$ cat config.mk
export PLATFORM = sky130hd
export DESIGN_NAME = acc_ctrl
export DESIGN_NICKNAME = d
export VERILOG_FILES = /design/src/hw/acc_pkg.sv /design/src/hw/acc_conv_if.sv /design/src/hw/acc_sar.sv /design/src/hw/acc_ctrl.sv
export SDC_FILE = /design/constraint.sdc
export NUM_CORES = 1
export LEC_CHECK = 0
export BUFFER_PORTS_ARGS = -buffer_cell sky130_fd_sc_hd__buf_2
export CORE_MARGIN = 2
export CORE_UTILIZATION = 47
export CTS_CLUSTER_DIAMETER = 60
export DETAILED_ROUTE_END_ITERATION = 6
export GPL_TIMING_DRIVEN = 1
export PLACE_DENSITY = 0.77
export SETUP_SLACK_MARGIN = 0.05
export SYNTH_ARGS = -nofsm -noshare
export SYNTH_HDL_FRONTEND = slang
export SYNTH_SLANG_ARGS = --single-unit
$ cat constraint.sdc
create_clock -name clk_i -period 2.21 [get_ports clk_i]
set_clock_uncertainty 0.2 [all_clocks]
set_input_delay 0.3315 -clock clk_i [delete_from_list [all_inputs] [get_ports clk_i]]
set_output_delay 0.3315 -clock clk_i [all_outputs]
set_load 0.02 [all_outputs]
$ cat src/hw/acc_pkg.sv
`default_nettype none
package acc_pkg;

	// ==========================================================
	// widths
	localparam int DATA_W = 8; // register width
	localparam int RES_W = 9; // conversion result width
	localparam int CHAN_W = 2; // usable channel code width
	localparam int LINES = 4; // port b lines
	localparam int IDX_W = 6; // register index width

	// ==========================================================
	// register indexes, byte address is four times the index
	localparam logic [IDX_W-1:0] IDX_RESULT_LO = 6'h20;
	localparam logic [IDX_W-1:0] IDX_RESULT_HI = 6'h21;
	localparam logic [IDX_W-1:0] IDX_CONV_CTRL = 6'h22;
	localparam logic [IDX_W-1:0] IDX_CLK_SEL = 6'h23;
	localparam logic [IDX_W-1:0] IDX_IRQ_STATUS = 6'h24;
	localparam logic [IDX_W-1:0] IDX_IRQ_CLEAR = 6'h25;
	localparam logic [IDX_W-1:0] IDX_IRQ_ENABLE = 6'h26;
	localparam logic [IDX_W-1:0] IDX_IRQ_CTRL = 6'h27;

	// ==========================================================
	// converter control fields
	localparam int CC_CHAN_LSB = 0;
	localparam int CC_PCR_LSB = 3;
	localparam int CC_PCR_W = 3;
	localparam int CC_PEND_BIT = 6;
	localparam int CC_START_BIT = 7;
	localparam logic [DATA_W-1:0] CC_RESET = 8'h00;

	// clock select fields
	localparam int CS_DIV_LSB = 0;
	localparam int CS_DIV_W = 2;
	localparam int CS_TEST_BIT = 7;
	localparam logic [DATA_W-1:0] CS_RESET = 8'h00;
	localparam logic [CS_DIV_W-1:0] DIV_SEL_2 = 2'h0;
	localparam logic [CS_DIV_W-1:0] DIV_SEL_8 = 2'h1;
	localparam logic [CS_DIV_W-1:0] DIV_SEL_32 = 2'h2;
	localparam int DIV_CNT_W = 5;
	localparam logic [DIV_CNT_W-1:0] DIV_LAST_2 = 5'h01;
	localparam logic [DIV_CNT_W-1:0] DIV_LAST_8 = 5'h07;
	localparam logic [DIV_CNT_W-1:0] DIV_LAST_32 = 5'h1f;

	// analog line configuration codes and line masks
	localparam logic [CC_PCR_W-1:0] PCR_NONE = 3'h0;
	localparam logic [CC_PCR_W-1:0] PCR_ONE = 3'h1;
	localparam logic [CC_PCR_W-1:0] PCR_TWO = 3'h2;
	localparam logic [CC_PCR_W-1:0] PCR_THREE = 3'h3;
	localparam logic [LINES-1:0] LINES_NONE = 4'h0;
	localparam logic [LINES-1:0] LINES_ONE = 4'h1;
	localparam logic [LINES-1:0] LINES_TWO = 4'h3;
	localparam logic [LINES-1:0] LINES_THREE = 4'h7;
	localparam logic [LINES-1:0] LINES_ALL = 4'hf;

	// result byte layout
	localparam int RES_LO_BIT = 7;

	// interrupt registers
	localparam int IRQ_DONE_BIT = 0;
	localparam int IRQ_GLOBAL_BIT = 0;
	localparam logic [DATA_W-1:0] IRQ_RESET = 8'h00;

	// converter clocks spent sampling before the first trial
	localparam int SAMPLE_TICKS = 2;

	// ==========================================================
	// successive approximation states
	typedef enum logic [2:0] {
		SAR_IDLE = 3'h1,
		SAR_SAMPLE = 3'h2,
		SAR_CONV = 3'h4
	} acc_sar_state_t;

endpackage
`default_nettype wire

$ cat src/hw/acc_conv_if.sv
`timescale 1ns/10ps
`default_nettype none
// ============================================================
// link between the control logic and the approximation engine
interface acc_conv_if #(parameter int RES_W = 9);
	logic tick; // one-cycle converter clock strobe
	logic abort; // drop any conversion in progress
	logic go; // begin a conversion
	logic cmp; // comparator: input at or above trial code
	logic busy; // engine is sampling or converting
	logic done; // one-cycle pulse, result valid
	logic [RES_W-1:0] result; // last finished code
	logic [RES_W-1:0] dac; // trial code for the comparator
	modport ctrl (output tick, abort, go, cmp,
		input busy, done, result, dac);
	modport sar (input tick, abort, go, cmp,
		output busy, done, result, dac);
endinterface
`default_nettype wire

$ cat src/hw/acc_sar.sv
`timescale 1ns/10ps
`default_nettype none
// ============================================================
// successive approximation engine, one bit per converter clock
module acc_sar #(
	parameter int RES_W = 9,
	parameter int SAMPLE_TICKS = acc_pkg::SAMPLE_TICKS
) (
	input wire logic clk_i,
	input wire logic rst_i,
	acc_conv_if.sar cv
);
	localparam logic [RES_W-1:0] LSB_ONE = {{(RES_W-1){1'b0}}, 1'b1};
	localparam logic [3:0] TOP_BIT = 4'(RES_W-1);
	localparam logic [3:0] SMP_LAST = 4'(SAMPLE_TICKS-1);

	acc_pkg::acc_sar_state_t state; // engine state
	logic [3:0] smp_cnt; // sampling clocks seen
	logic [3:0] bit_idx; // bit under trial
	logic [RES_W-1:0] bit_mask; // one-hot of bit under trial
	logic [RES_W-1:0] next_code; // trial code after decision

	assign bit_mask = LSB_ONE << bit_idx;
	// keep the trial bit only if the input reached it
	assign next_code = cv.cmp ? cv.dac : (cv.dac & ~bit_mask);
	assign cv.busy = (state != acc_pkg::SAR_IDLE);

	// ==========================================================
	// state sequence; abort always wins so a restart is clean
	always_ff @(posedge clk_i) begin
		if (rst_i || cv.abort) begin
			state <= acc_pkg::SAR_IDLE;
		end else begin
			unique case (state)
				acc_pkg::SAR_IDLE: begin
					if (cv.go) begin
						state <= acc_pkg::SAR_SAMPLE;
					end
				end
				acc_pkg::SAR_SAMPLE: begin
					if (cv.tick && smp_cnt == SMP_LAST) begin
						state <= acc_pkg::SAR_CONV;
					end
				end
				acc_pkg::SAR_CONV: begin
					if (cv.tick && bit_idx == 4'h0) begin
						state <= acc_pkg::SAR_IDLE;
					end
				end
			endcase
		end
	end

	// sampling counter
	always_ff @(posedge clk_i) begin
		if (rst_i || state != acc_pkg::SAR_SAMPLE) begin
			smp_cnt <= 4'h0;
		end else if (cv.tick) begin
			smp_cnt <= smp_cnt + 4'h1;
		end
	end

	// ==========================================================
	// trial code and bit pointer
	always_ff @(posedge clk_i) begin
		if (rst_i) begin
			cv.dac <= '0;
			bit_idx <= 4'h0;
		end else if (state == acc_pkg::SAR_IDLE && cv.go) begin
			cv.dac <= LSB_ONE << TOP_BIT;
			bit_idx <= TOP_BIT;
		end else if (state == acc_pkg::SAR_CONV && cv.tick) begin
			if (bit_idx != 4'h0) begin
				cv.dac <= next_code | (bit_mask >> 1);
				bit_idx <= bit_idx - 4'h1;
			end else begin
				cv.dac <= next_code;
			end
		end
	end

	// finished code and its strobe
	always_ff @(posedge clk_i) begin
		if (rst_i) begin
			cv.result <= '0;
			cv.done <= 1'b0;
		end else begin
			cv.done <= !cv.abort && state == acc_pkg::SAR_CONV &&
				cv.tick && bit_idx == 4'h0;
			if (!cv.abort && state == acc_pkg::SAR_CONV &&
				cv.tick && bit_idx == 4'h0) begin
				cv.result <= next_code;
			end
		end
	end
endmodule
`default_nettype wire

$ cat src/hw/acc_ctrl.sv
`timescale 1ns/10ps
`default_nettype none
// ============================================================
// converter clock and conversion control, wishbone slave
module acc_ctrl #(
	parameter int ADDR_W = 8,
	parameter int SAMPLE_TICKS = acc_pkg::SAMPLE_TICKS
) (
	input wire logic clk_i,
	input wire logic rst_i,
	// wishbone classic slave
	input wire logic wb_cyc_i,
	input wire logic wb_stb_i,
	input wire logic wb_we_i,
	input wire logic [ADDR_W-1:0] wb_adr_i,
	input wire logic [3:0] wb_sel_i,
	input wire logic [31:0] wb_dat_i,
	output logic [31:0] wb_dat_o,
	output logic wb_ack_o,
	// analog side
	input wire logic cmp_i,
	output logic [acc_pkg::RES_W-1:0] dac_code_o,
	output logic [acc_pkg::CHAN_W-1:0] chan_sel_o,
	output logic [acc_pkg::LINES-1:0] analog_en_o,
	output logic adc_power_o,
	output logic adc_busy_o,
	// interrupt
	output logic irq_o
);

	// ==========================================================
	// internal wires
	acc_conv_if #(.RES_W(acc_pkg::RES_W)) cv ();

	logic req; // fresh request this cycle
	logic wr; // write to the low byte lane
	logic [acc_pkg::IDX_W-1:0] idx; // word index of request
	logic [7:0] wdat; // low byte of write data
	logic wr_cc; // write to converter control
	logic wr_cs; // write to clock select
	logic start_rise; // start bit written 0 to 1
	logic start_fall; // start bit written 1 to 0
	logic pcr_change; // analog configuration altered
	logic [acc_pkg::CC_PCR_W-1:0] new_pcr; // written config
	logic [acc_pkg::DIV_CNT_W-1:0] div_last; // divider end count
	logic [acc_pkg::DATA_W-1:0] rd_data; // read mux output

	// ==========================================================
	// registers
	logic [acc_pkg::CS_DIV_W-1:0] clk_div_sel; // clock select
	logic test_bit; // factory test bit, no function
	logic [2:0] channel_select_field; // channel code
	logic [acc_pkg::CC_PCR_W-1:0] portb_analog_config_field;
	logic conversion_pending_flag; // high while converting
	logic start_bit; // last written start level
	logic [acc_pkg::RES_W-1:0] result; // held result
	logic converter_irq_flag; // sticky completion event
	logic converter_irq_enable; // per-event enable
	logic global_irq_enable; // master enable
	logic [acc_pkg::DIV_CNT_W-1:0] div_cnt; // divider count
	logic tick; // converter clock strobe
	logic go; // conversion launch pulse
	logic abort; // conversion abort pulse

	// ==========================================================
	// bus decode
	// only the cycle before ack counts, so a held request
	// is taken exactly once
	assign req = wb_cyc_i && wb_stb_i && !wb_ack_o;
	assign wr = req && wb_we_i && wb_sel_i[0];
	assign idx = wb_adr_i[acc_pkg::IDX_W+1:2];
	assign wdat = wb_dat_i[7:0];
	assign wr_cc = wr && idx == acc_pkg::IDX_CONV_CTRL;
	assign wr_cs = wr && idx == acc_pkg::IDX_CLK_SEL;
	assign new_pcr = wdat[acc_pkg::CC_PCR_LSB +:
		acc_pkg::CC_PCR_W];

	// start edges are seen from the written value against
	// the stored one; a rewrite of the same level is no edge
	assign start_rise = wr_cc && wdat[acc_pkg::CC_START_BIT] &&
		!start_bit;
	assign start_fall = wr_cc && !wdat[acc_pkg::CC_START_BIT] &&
		start_bit;
	assign pcr_change = wr_cc &&
		new_pcr != portb_analog_config_field;

	// ack one cycle after the request, dropped the next cycle
	always_ff @(posedge clk_i) begin
		if (rst_i) begin
			wb_ack_o <= 1'b0;
		end else begin
			wb_ack_o <= req;
		end
	end

	// ==========================================================
	// clock select register
	always_ff @(posedge clk_i) begin
		if (rst_i) begin
			clk_div_sel <= acc_pkg::CS_RESET[acc_pkg::CS_DIV_LSB +:
				acc_pkg::CS_DIV_W];
			test_bit <= acc_pkg::CS_RESET[acc_pkg::CS_TEST_BIT];
		end else if (wr_cs) begin
			clk_div_sel <= wdat[acc_pkg::CS_DIV_LSB +:
				acc_pkg::CS_DIV_W];
			// stored only so software reads back its value
			test_bit <= wdat[acc_pkg::CS_TEST_BIT];
		end
	end

	// ==========================================================
	// converter clock divider
	// the undefined code runs as the slowest clock, the
	// safest choice for an analog stage
	always_comb begin
		unique case (clk_div_sel)
			acc_pkg::DIV_SEL_2: div_last = acc_pkg::DIV_LAST_2;
			acc_pkg::DIV_SEL_8: div_last = acc_pkg::DIV_LAST_8;
			default: div_last = acc_pkg::DIV_LAST_32;
		endcase
	end

	// free running counter; a select change takes effect at
	// the latest after one full slow period
	always_ff @(posedge clk_i) begin
		if (rst_i) begin
			div_cnt <= '0;
			tick <= 1'b0;
		end else if (div_cnt >= div_last) begin
			div_cnt <= '0;
			tick <= 1'b1;
		end else begin
			div_cnt <= div_cnt + 5'h01;
			tick <= 1'b0;
		end
	end

	// ==========================================================
	// converter control fields
	always_ff @(posedge clk_i) begin
		if (rst_i) begin
			channel_select_field <= acc_pkg::CC_RESET[
				acc_pkg::CC_CHAN_LSB +: 3];
			portb_analog_config_field <= acc_pkg::CC_RESET[
				acc_pkg::CC_PCR_LSB +: acc_pkg::CC_PCR_W];
			start_bit <= acc_pkg::CC_RESET[acc_pkg::CC_START_BIT];
		end else if (wr_cc) begin
			// 0x20 lands here as all lines analog, channel 0
			channel_select_field <= wdat[
				acc_pkg::CC_CHAN_LSB +: 3];
			portb_analog_config_field <= new_pcr;
			start_bit <= wdat[acc_pkg::CC_START_BIT];
		end
	end

	// pending flag: the start rise sets it and wins over a
	// completion in the same cycle, completion clears it;
	// a write never touches it directly
	always_ff @(posedge clk_i) begin
		if (rst_i) begin
			conversion_pending_flag <=
				acc_pkg::CC_RESET[acc_pkg::CC_PEND_BIT];
		end else if (start_rise) begin
			conversion_pending_flag <= 1'b1;
		end else if (cv.done) begin
			conversion_pending_flag <= 1'b0;
		end
	end

	// ==========================================================
	// conversion launch and abort
	// with no analog line the converter is unpowered and a
	// falling start is ignored; the flag then stays high
	always_ff @(posedge clk_i) begin
		if (rst_i) begin
			go <= 1'b0;
			abort <= 1'b0;
		end else begin
			go <= start_fall &&
				portb_analog_config_field != acc_pkg::PCR_NONE;
			// a reconfiguration also drops a running conversion
			// so no half result is ever published
			abort <= start_rise || pcr_change;
		end
	end

	assign cv.tick = tick;
	assign cv.go = go;
	assign cv.abort = abort;
	assign cv.cmp = cmp_i;

	acc_sar #(
		.RES_W(acc_pkg::RES_W),
		.SAMPLE_TICKS(SAMPLE_TICKS)
	) u_sar (
		.clk_i(clk_i),
		.rst_i(rst_i),
		.cv(cv)
	);

	// ==========================================================
	// result holding
	// only a completion writes it, so high and low bytes read
	// with no completion between them belong to the same conversion
	always_ff @(posedge clk_i) begin
		if (rst_i) begin
			result <= '0;
		end else if (cv.done) begin
			result <= cv.result;
		end
	end

	// ==========================================================
	// interrupt status, enable and master enable
	// set wins over a clear in the same cycle
	always_ff @(posedge clk_i) begin
		if (rst_i) begin
			converter_irq_flag <= acc_pkg::IRQ_RESET[
				acc_pkg::IRQ_DONE_BIT];
		end else if (cv.done) begin
			converter_irq_flag <= 1'b1;
		end else if (wr && idx == acc_pkg::IDX_IRQ_CLEAR &&
			wdat[acc_pkg::IRQ_DONE_BIT]) begin
			converter_irq_flag <= 1'b0;
		end
	end

	always_ff @(posedge clk_i) begin
		if (rst_i) begin
			converter_irq_enable <= acc_pkg::IRQ_RESET[
				acc_pkg::IRQ_DONE_BIT];
			global_irq_enable <= acc_pkg::IRQ_RESET[
				acc_pkg::IRQ_GLOBAL_BIT];
		end else if (wr && idx == acc_pkg::IDX_IRQ_ENABLE) begin
			converter_irq_enable <= wdat[acc_pkg::IRQ_DONE_BIT];
		end else if (wr && idx == acc_pkg::IDX_IRQ_CTRL) begin
			global_irq_enable <= wdat[acc_pkg::IRQ_GLOBAL_BIT];
		end
	end

	// level request, one cycle behind the flag
	always_ff @(posedge clk_i) begin
		if (rst_i) begin
			irq_o <= 1'b0;
		end else begin
			irq_o <= converter_irq_flag && converter_irq_enable &&
				global_irq_enable;
		end
	end

	// ==========================================================
	// read mux; clear register and unmapped words read zero
	always_comb begin
		rd_data = '0;
		unique case (idx)
			acc_pkg::IDX_RESULT_LO: begin
				rd_data[acc_pkg::RES_LO_BIT] = result[0];
			end
			acc_pkg::IDX_RESULT_HI: begin
				rd_data = result[acc_pkg::RES_W-1:1];
			end
			acc_pkg::IDX_CONV_CTRL: begin
				rd_data[acc_pkg::CC_CHAN_LSB +: 3] =
					channel_select_field;
				rd_data[acc_pkg::CC_PCR_LSB +: acc_pkg::CC_PCR_W] =
					portb_analog_config_field;
				rd_data[acc_pkg::CC_PEND_BIT] =
					conversion_pending_flag;
				rd_data[acc_pkg::CC_START_BIT] = start_bit;
			end
			acc_pkg::IDX_CLK_SEL: begin
				// bits two to six stay zero
				rd_data[acc_pkg::CS_DIV_LSB +: acc_pkg::CS_DIV_W] =
					clk_div_sel;
				rd_data[acc_pkg::CS_TEST_BIT] = test_bit;
			end
			acc_pkg::IDX_IRQ_STATUS: begin
				rd_data[acc_pkg::IRQ_DONE_BIT] = converter_irq_flag;
			end
			acc_pkg::IDX_IRQ_ENABLE: begin
				rd_data[acc_pkg::IRQ_DONE_BIT] = converter_irq_enable;
			end
			acc_pkg::IDX_IRQ_CTRL: begin
				rd_data[acc_pkg::IRQ_GLOBAL_BIT] = global_irq_enable;
			end
			default: begin
				rd_data = '0;
			end
		endcase
	end

	// read data latched with ack, zero otherwise
	always_ff @(posedge clk_i) begin
		if (rst_i) begin
			wb_dat_o <= '0;
		end else if (req && !wb_we_i) begin
			wb_dat_o <= {24'h000000, rd_data};
		end else begin
			wb_dat_o <= '0;
		end
	end

	// ==========================================================
	// analog side outputs
	always_ff @(posedge clk_i) begin
		if (rst_i) begin
			analog_en_o <= acc_pkg::LINES_NONE;
			adc_power_o <= 1'b0;
			chan_sel_o <= '0;
		end else begin
			// channel codes with the top bit set are unusable;
			// only the low two bits reach the multiplexer
			chan_sel_o <= channel_select_field[
				acc_pkg::CHAN_W-1:0];
			adc_power_o <= portb_analog_config_field !=
				acc_pkg::PCR_NONE;
			unique case (portb_analog_config_field)
				acc_pkg::PCR_NONE: analog_en_o <= acc_pkg::LINES_NONE;
				acc_pkg::PCR_ONE: analog_en_o <= acc_pkg::LINES_ONE;
				acc_pkg::PCR_TWO: analog_en_o <= acc_pkg::LINES_TWO;
				acc_pkg::PCR_THREE:
					analog_en_o <= acc_pkg::LINES_THREE;
				default: analog_en_o <= acc_pkg::LINES_ALL;
			endcase
		end
	end

	// trial code and busy, mirrored from the engine
	always_ff @(posedge clk_i) begin
		if (rst_i) begin
			adc_busy_o <= 1'b0;
		end else begin
			adc_busy_o <= cv.busy;
		end
	end

	assign dac_code_o = cv.dac;

endmodule
`default_nettype wire

==> results.toml <==
[global_route]
grt_pass1_wl_um = 11900
grt_max_degree = 39
met3_usage_pct = 6.26
use_met1_pct = 22.5
grt_overflow = 0
use_met2_pct = 28.2
gr-max-usage-layer = "met2"
grt_usage_pct = 17.7
antenna_found_initial = 0
grt_pass1_vias = 2542

[routing]
num_vias = 2738
ant_nets = 0
viasPerCell = 5.10
wl_per_cell_um = 13.0
post-route-drc-count = 0
firstDrtPassIters = 4
wl_um = 6970
drt_iter0_drc = 134

[cells_and_area]
fin_util_pct = 55.5
nFillCells = 681
post-route-cell-area_sq_mm = 0.00401
num_antenna_cells = 0
fin_nets = 495
layout-drive-gt1-share_pct = 19.9
instances_no_fill = 537
area_growth_syn_to_layout_pct = 14.5

[worst_hold_path]
min_path_cells = 3
min_from = "wb_dat_i[2]"
min_to = "channel_select_field[2]$_SDFFE_PP0P_"
worstHoldPathType = "input pin to register"

[setup_path]
r2r_end = "u_sar.cv.result[4]$_SDFFE_PP0P_"
arrival_ns = 2.02
cp.required_ns = 2.23
crit_type = "register to register"
critPathMaxStageDelay_ns = 0.46
worstRegToRegCells = 6
rrSetupSlack_ns = 0.22
critPathLaunchType = "register"
reg2reg_from = "u_sar.bit_idx[1]$_SDFFE_PP0P_"
path_cells = "inv_1, ha_1, or3b_1, or3_4, nand2_1, a21oi_1"
slowest_stage = "or3_4"
end_kind = "register"
cp_max_fo = 10

[yosys]
async_reset_ff_share_pct = 0
synth_edf_count = 0
synth_flop_cell = "dfxtp_1"
netlist-cell-type-count = 51
syn_area_per_cell_sq_um = 9.21
synth_area_sq_mm = 0.00350
synth_cells = 380
ys.warnings.count = 0
ys_seq_area_share_pct = 45.2
synth-seq-cells = 79

[sta]
setup-tns-final_ns = 0
rsz0062_at_grt = "false"
drv_slew = 0
hold_violations = 0
fmax_mhz = 501
finalSetupViolCount = 0
min_period_ns = 1.99
worst_pin_slew_ns = 0.541
hold_ws_ns = 0.0124
post-route-period-util_pct = 90.3
maxSlewHeadroom_pct = 63.8

[clock_network]
cts_setup_buffers = 0
cts_tree = "yes"
cts_inserted_buffers = 9
ctsHoldBuffers = 0
path_clk_slew_ns = 0.09
cts_sinks = 79
clk_path_buf_depth = 2
ctsRootBufferMaster = "clkbuf_8"
clk_latency_ns = 0.36
htree_levels = 3

[placement]
place_inst = 521
dpl-instance-area_sq_mm = 0.00379
dp_hpwl_um = 5120
portBuffers = 46
place.gp.congestion = 0.878

[floorplan]
die_h_um = 90.3
num_rows = 31
initial_utilization_pct = 48.5
die-area_sq_mm = 0.00815
core_area_sq_mm = 0.00721
io-pin-count = 101
die_width_um = 90.3

[run_status]
status = "finished, final reports clean"

[power_and_ir_drop]
p_int_mw = 2.20
power_density_mw_per_mm2 = 772
leakagePower_nw = 1.64
switching_share_pct = 28.9
sequentialPowerShare_pct = 51.3
p_sw_uw = 894
comb_power_share_pct = 12.7
clkPwrFrac_pct = 36.0
vdd_drop_max_mv = 0.486

[job]
cap_violations = 0
==> cells in the mapped netlist, types with 2 or more instances <==
library cell,instances,area [sq um]
a22oi_1,6,45.0
or2_2,3,18.8
dfxtp_1,79,1580
xnor2_1,3,26.3
a32o_1,4,40.0
clkbuf_1,15,56.3
nor4bb_1,2,20.0
xor2_1,8,70.1
and3_1,2,12.5
ha_1,12,150
nand2b_1,3,18.8
inv_1,8,30.0
nand3b_1,7,52.6
nor2b_1,5,31.3
o21a_1,2,15.0
a221oi_1,2,17.5
nand3_1,20,100
nand4bb_1,2,22.5
nor3_1,6,30.0
nand2_1,28,105
o211ai_1,3,22.5
mux2i_1,23,230
mux2_2,2,22.5
a21oi_1,14,70.1
nor2_1,56,210
or4b_1,2,20.0
or3_1,2,12.5
a21o_1,2,15.0
nor4_1,5,31.3
buf_4,25,188
a211oi_1,3,22.5
o21ai_0,5,25.0
nor3b_1,3,22.5
==> area by class of cell <==
| type | instances | area (sq um) | share of cell area (%) |
|---|---|---|---|
| inverter | 8 | 30.0 | 0.750 |
| clock buffer | 9 | 124 | 3.09 |
| timing repair buffer | 61 | 343 | 8.56 |
| clock inverter | 7 | 83.8 | 2.09 |
| sequential | 79 | 1580 | 39.5 |
| tap | 99 | 124 | 3.09 |
| multi-input combinational | 274 | 1720 | 42.9 |
==> timing repair <==
action,in CTS,in global routing
endpoints found under the setup margin,0,9
gates resized for setup,0,1
hold endpoints to repair,0,0
==> routing by layer <==
metal,vias to the layer above,wire [um]
met5,-,0
met4,0,72
met3,8,418
met2,79,3290
met1,1272,3190
li1,1379,-
==> power groups by stage <==
stage | registers, mW | clock network [mW] | logic (mW)
finish | 1.59 | 1.11 | 0.393
detailed placement | 1.61 | 0 | 0.387
global route | 1.60 | 1.20 | 0.442
CTS | 1.58 | 1.14 | 0.391
global placement | 1.61 | 0 | 0.376
floorplan | 1.57 | 0 | 0.354
==> flip-flops by register name, summed over array words and instances, names as in the netlist, 2 cells and up <==
register / count
u_sar.state: 3
div_cnt: 5
analog_en_o: 4
chan_sel_o: 2
u_sar.smp_cnt: 4
portb_analog_config_field: 3
u_sar.cv.dac: 9
u_sar.cv.result: 9
channel_select_field: 3
clk_div_sel: 2
u_sar.bit_idx: 4
result: 9
wb_dat_o: 8
==> placed cells by master (no fill, tap or decap), types with 3 or more instances in the layout <==
master	synthesis	routed
xnor2_1	3	3
a21oi_1	14	14
a32o_1	4	4
o21ai_0	5	5
nor2_1	56	56
ha_1	12	12
conb_1	1	24
nand2b_1	3	3
xor2_1	8	8
mux2i_1	23	23
nor3_1	6	6
nand3_1	20	20
nor4_1	5	5
o211ai_1	3	3
nand3b_1	7	7
nand2_1	28	28
buf_2	0	46
buf_4	25	15
clkbuf_8	0	9
a22oi_1	6	6
or2_2	3	3
nor2b_1	5	5
nor3b_1	3	3
a211oi_1	3	3
dfxtp_1	79	79
inv_6	0	4
inv_1	8	8
==> per-stage QoR <==
step | setup WS (ns) | total power, mW
floorplan | 0.102 | 1.92
global placement | 0.0166 | 1.98
detailed placement | -0.0293 | 2.00
CTS | 0.114 | 3.12
global route | 0.0888 | 3.24
finish | 0.215 | 3.09
==> cells by family (layout without fill, tap and decap cells) <==
family / Yosys count / after routing / synth area share, %
buffers and inverters: 50 / 85 / 8.26
flip-flops: 79 / 79 / 45.2
AO/OA/AOI/OAI: 48 / 48 / 9.44
other: 1 / 24 / 0.107
XOR/XNOR: 11 / 11 / 2.75
adder cells (fa/ha/maj): 12 / 12 / 4.29
multiplexers: 26 / 26 / 7.87
AND/OR/NAND/NOR: 153 / 153 / 22.1
==> how the worst max path moves through the flow <==
stage | depth (start not counted) | slack (ns) | from | end
CTS | 6 | 0.11 | u_sar.bit_idx[1]$_SDFFE_PP0P_ | u_sar.cv.result[4]$_SDFFE_PP0P_
finish | 6 | 0.22 | u_sar.bit_idx[1]$_SDFFE_PP0P_ | u_sar.cv.result[4]$_SDFFE_PP0P_
detailed placement | 6 | -0.03 | wb_adr_i[5] | conversion_pending_flag$_SDFFE_PP0P_
global placement | 6 | 0.02 | wb_adr_i[5] | conversion_pending_flag$_SDFFE_PP0P_
global route | 7 | 0.09 | u_sar.bit_idx[1]$_SDFFE_PP0P_ | u_sar.cv.result[1]$_SDFFE_PP0P_
floorplan | 7 | 0.10 | u_sar.bit_idx[0]$_SDFFE_PP0P_ | u_sar.cv.result[0]$_SDFFE_PP0P_
==> worst max-delay path: cells and delay by family, from the launching register on <==
family,cells,cell delay [ns]
buffers and inverters,1,0.11
AO/OA/AOI/OAI,1,0.06
flip-flops,1,0.35
AND/OR/NAND/NOR,3,0.99
adder cells (fa/ha/maj),1,0.16
No activity file was read; power rests on OpenSTA's default activity.
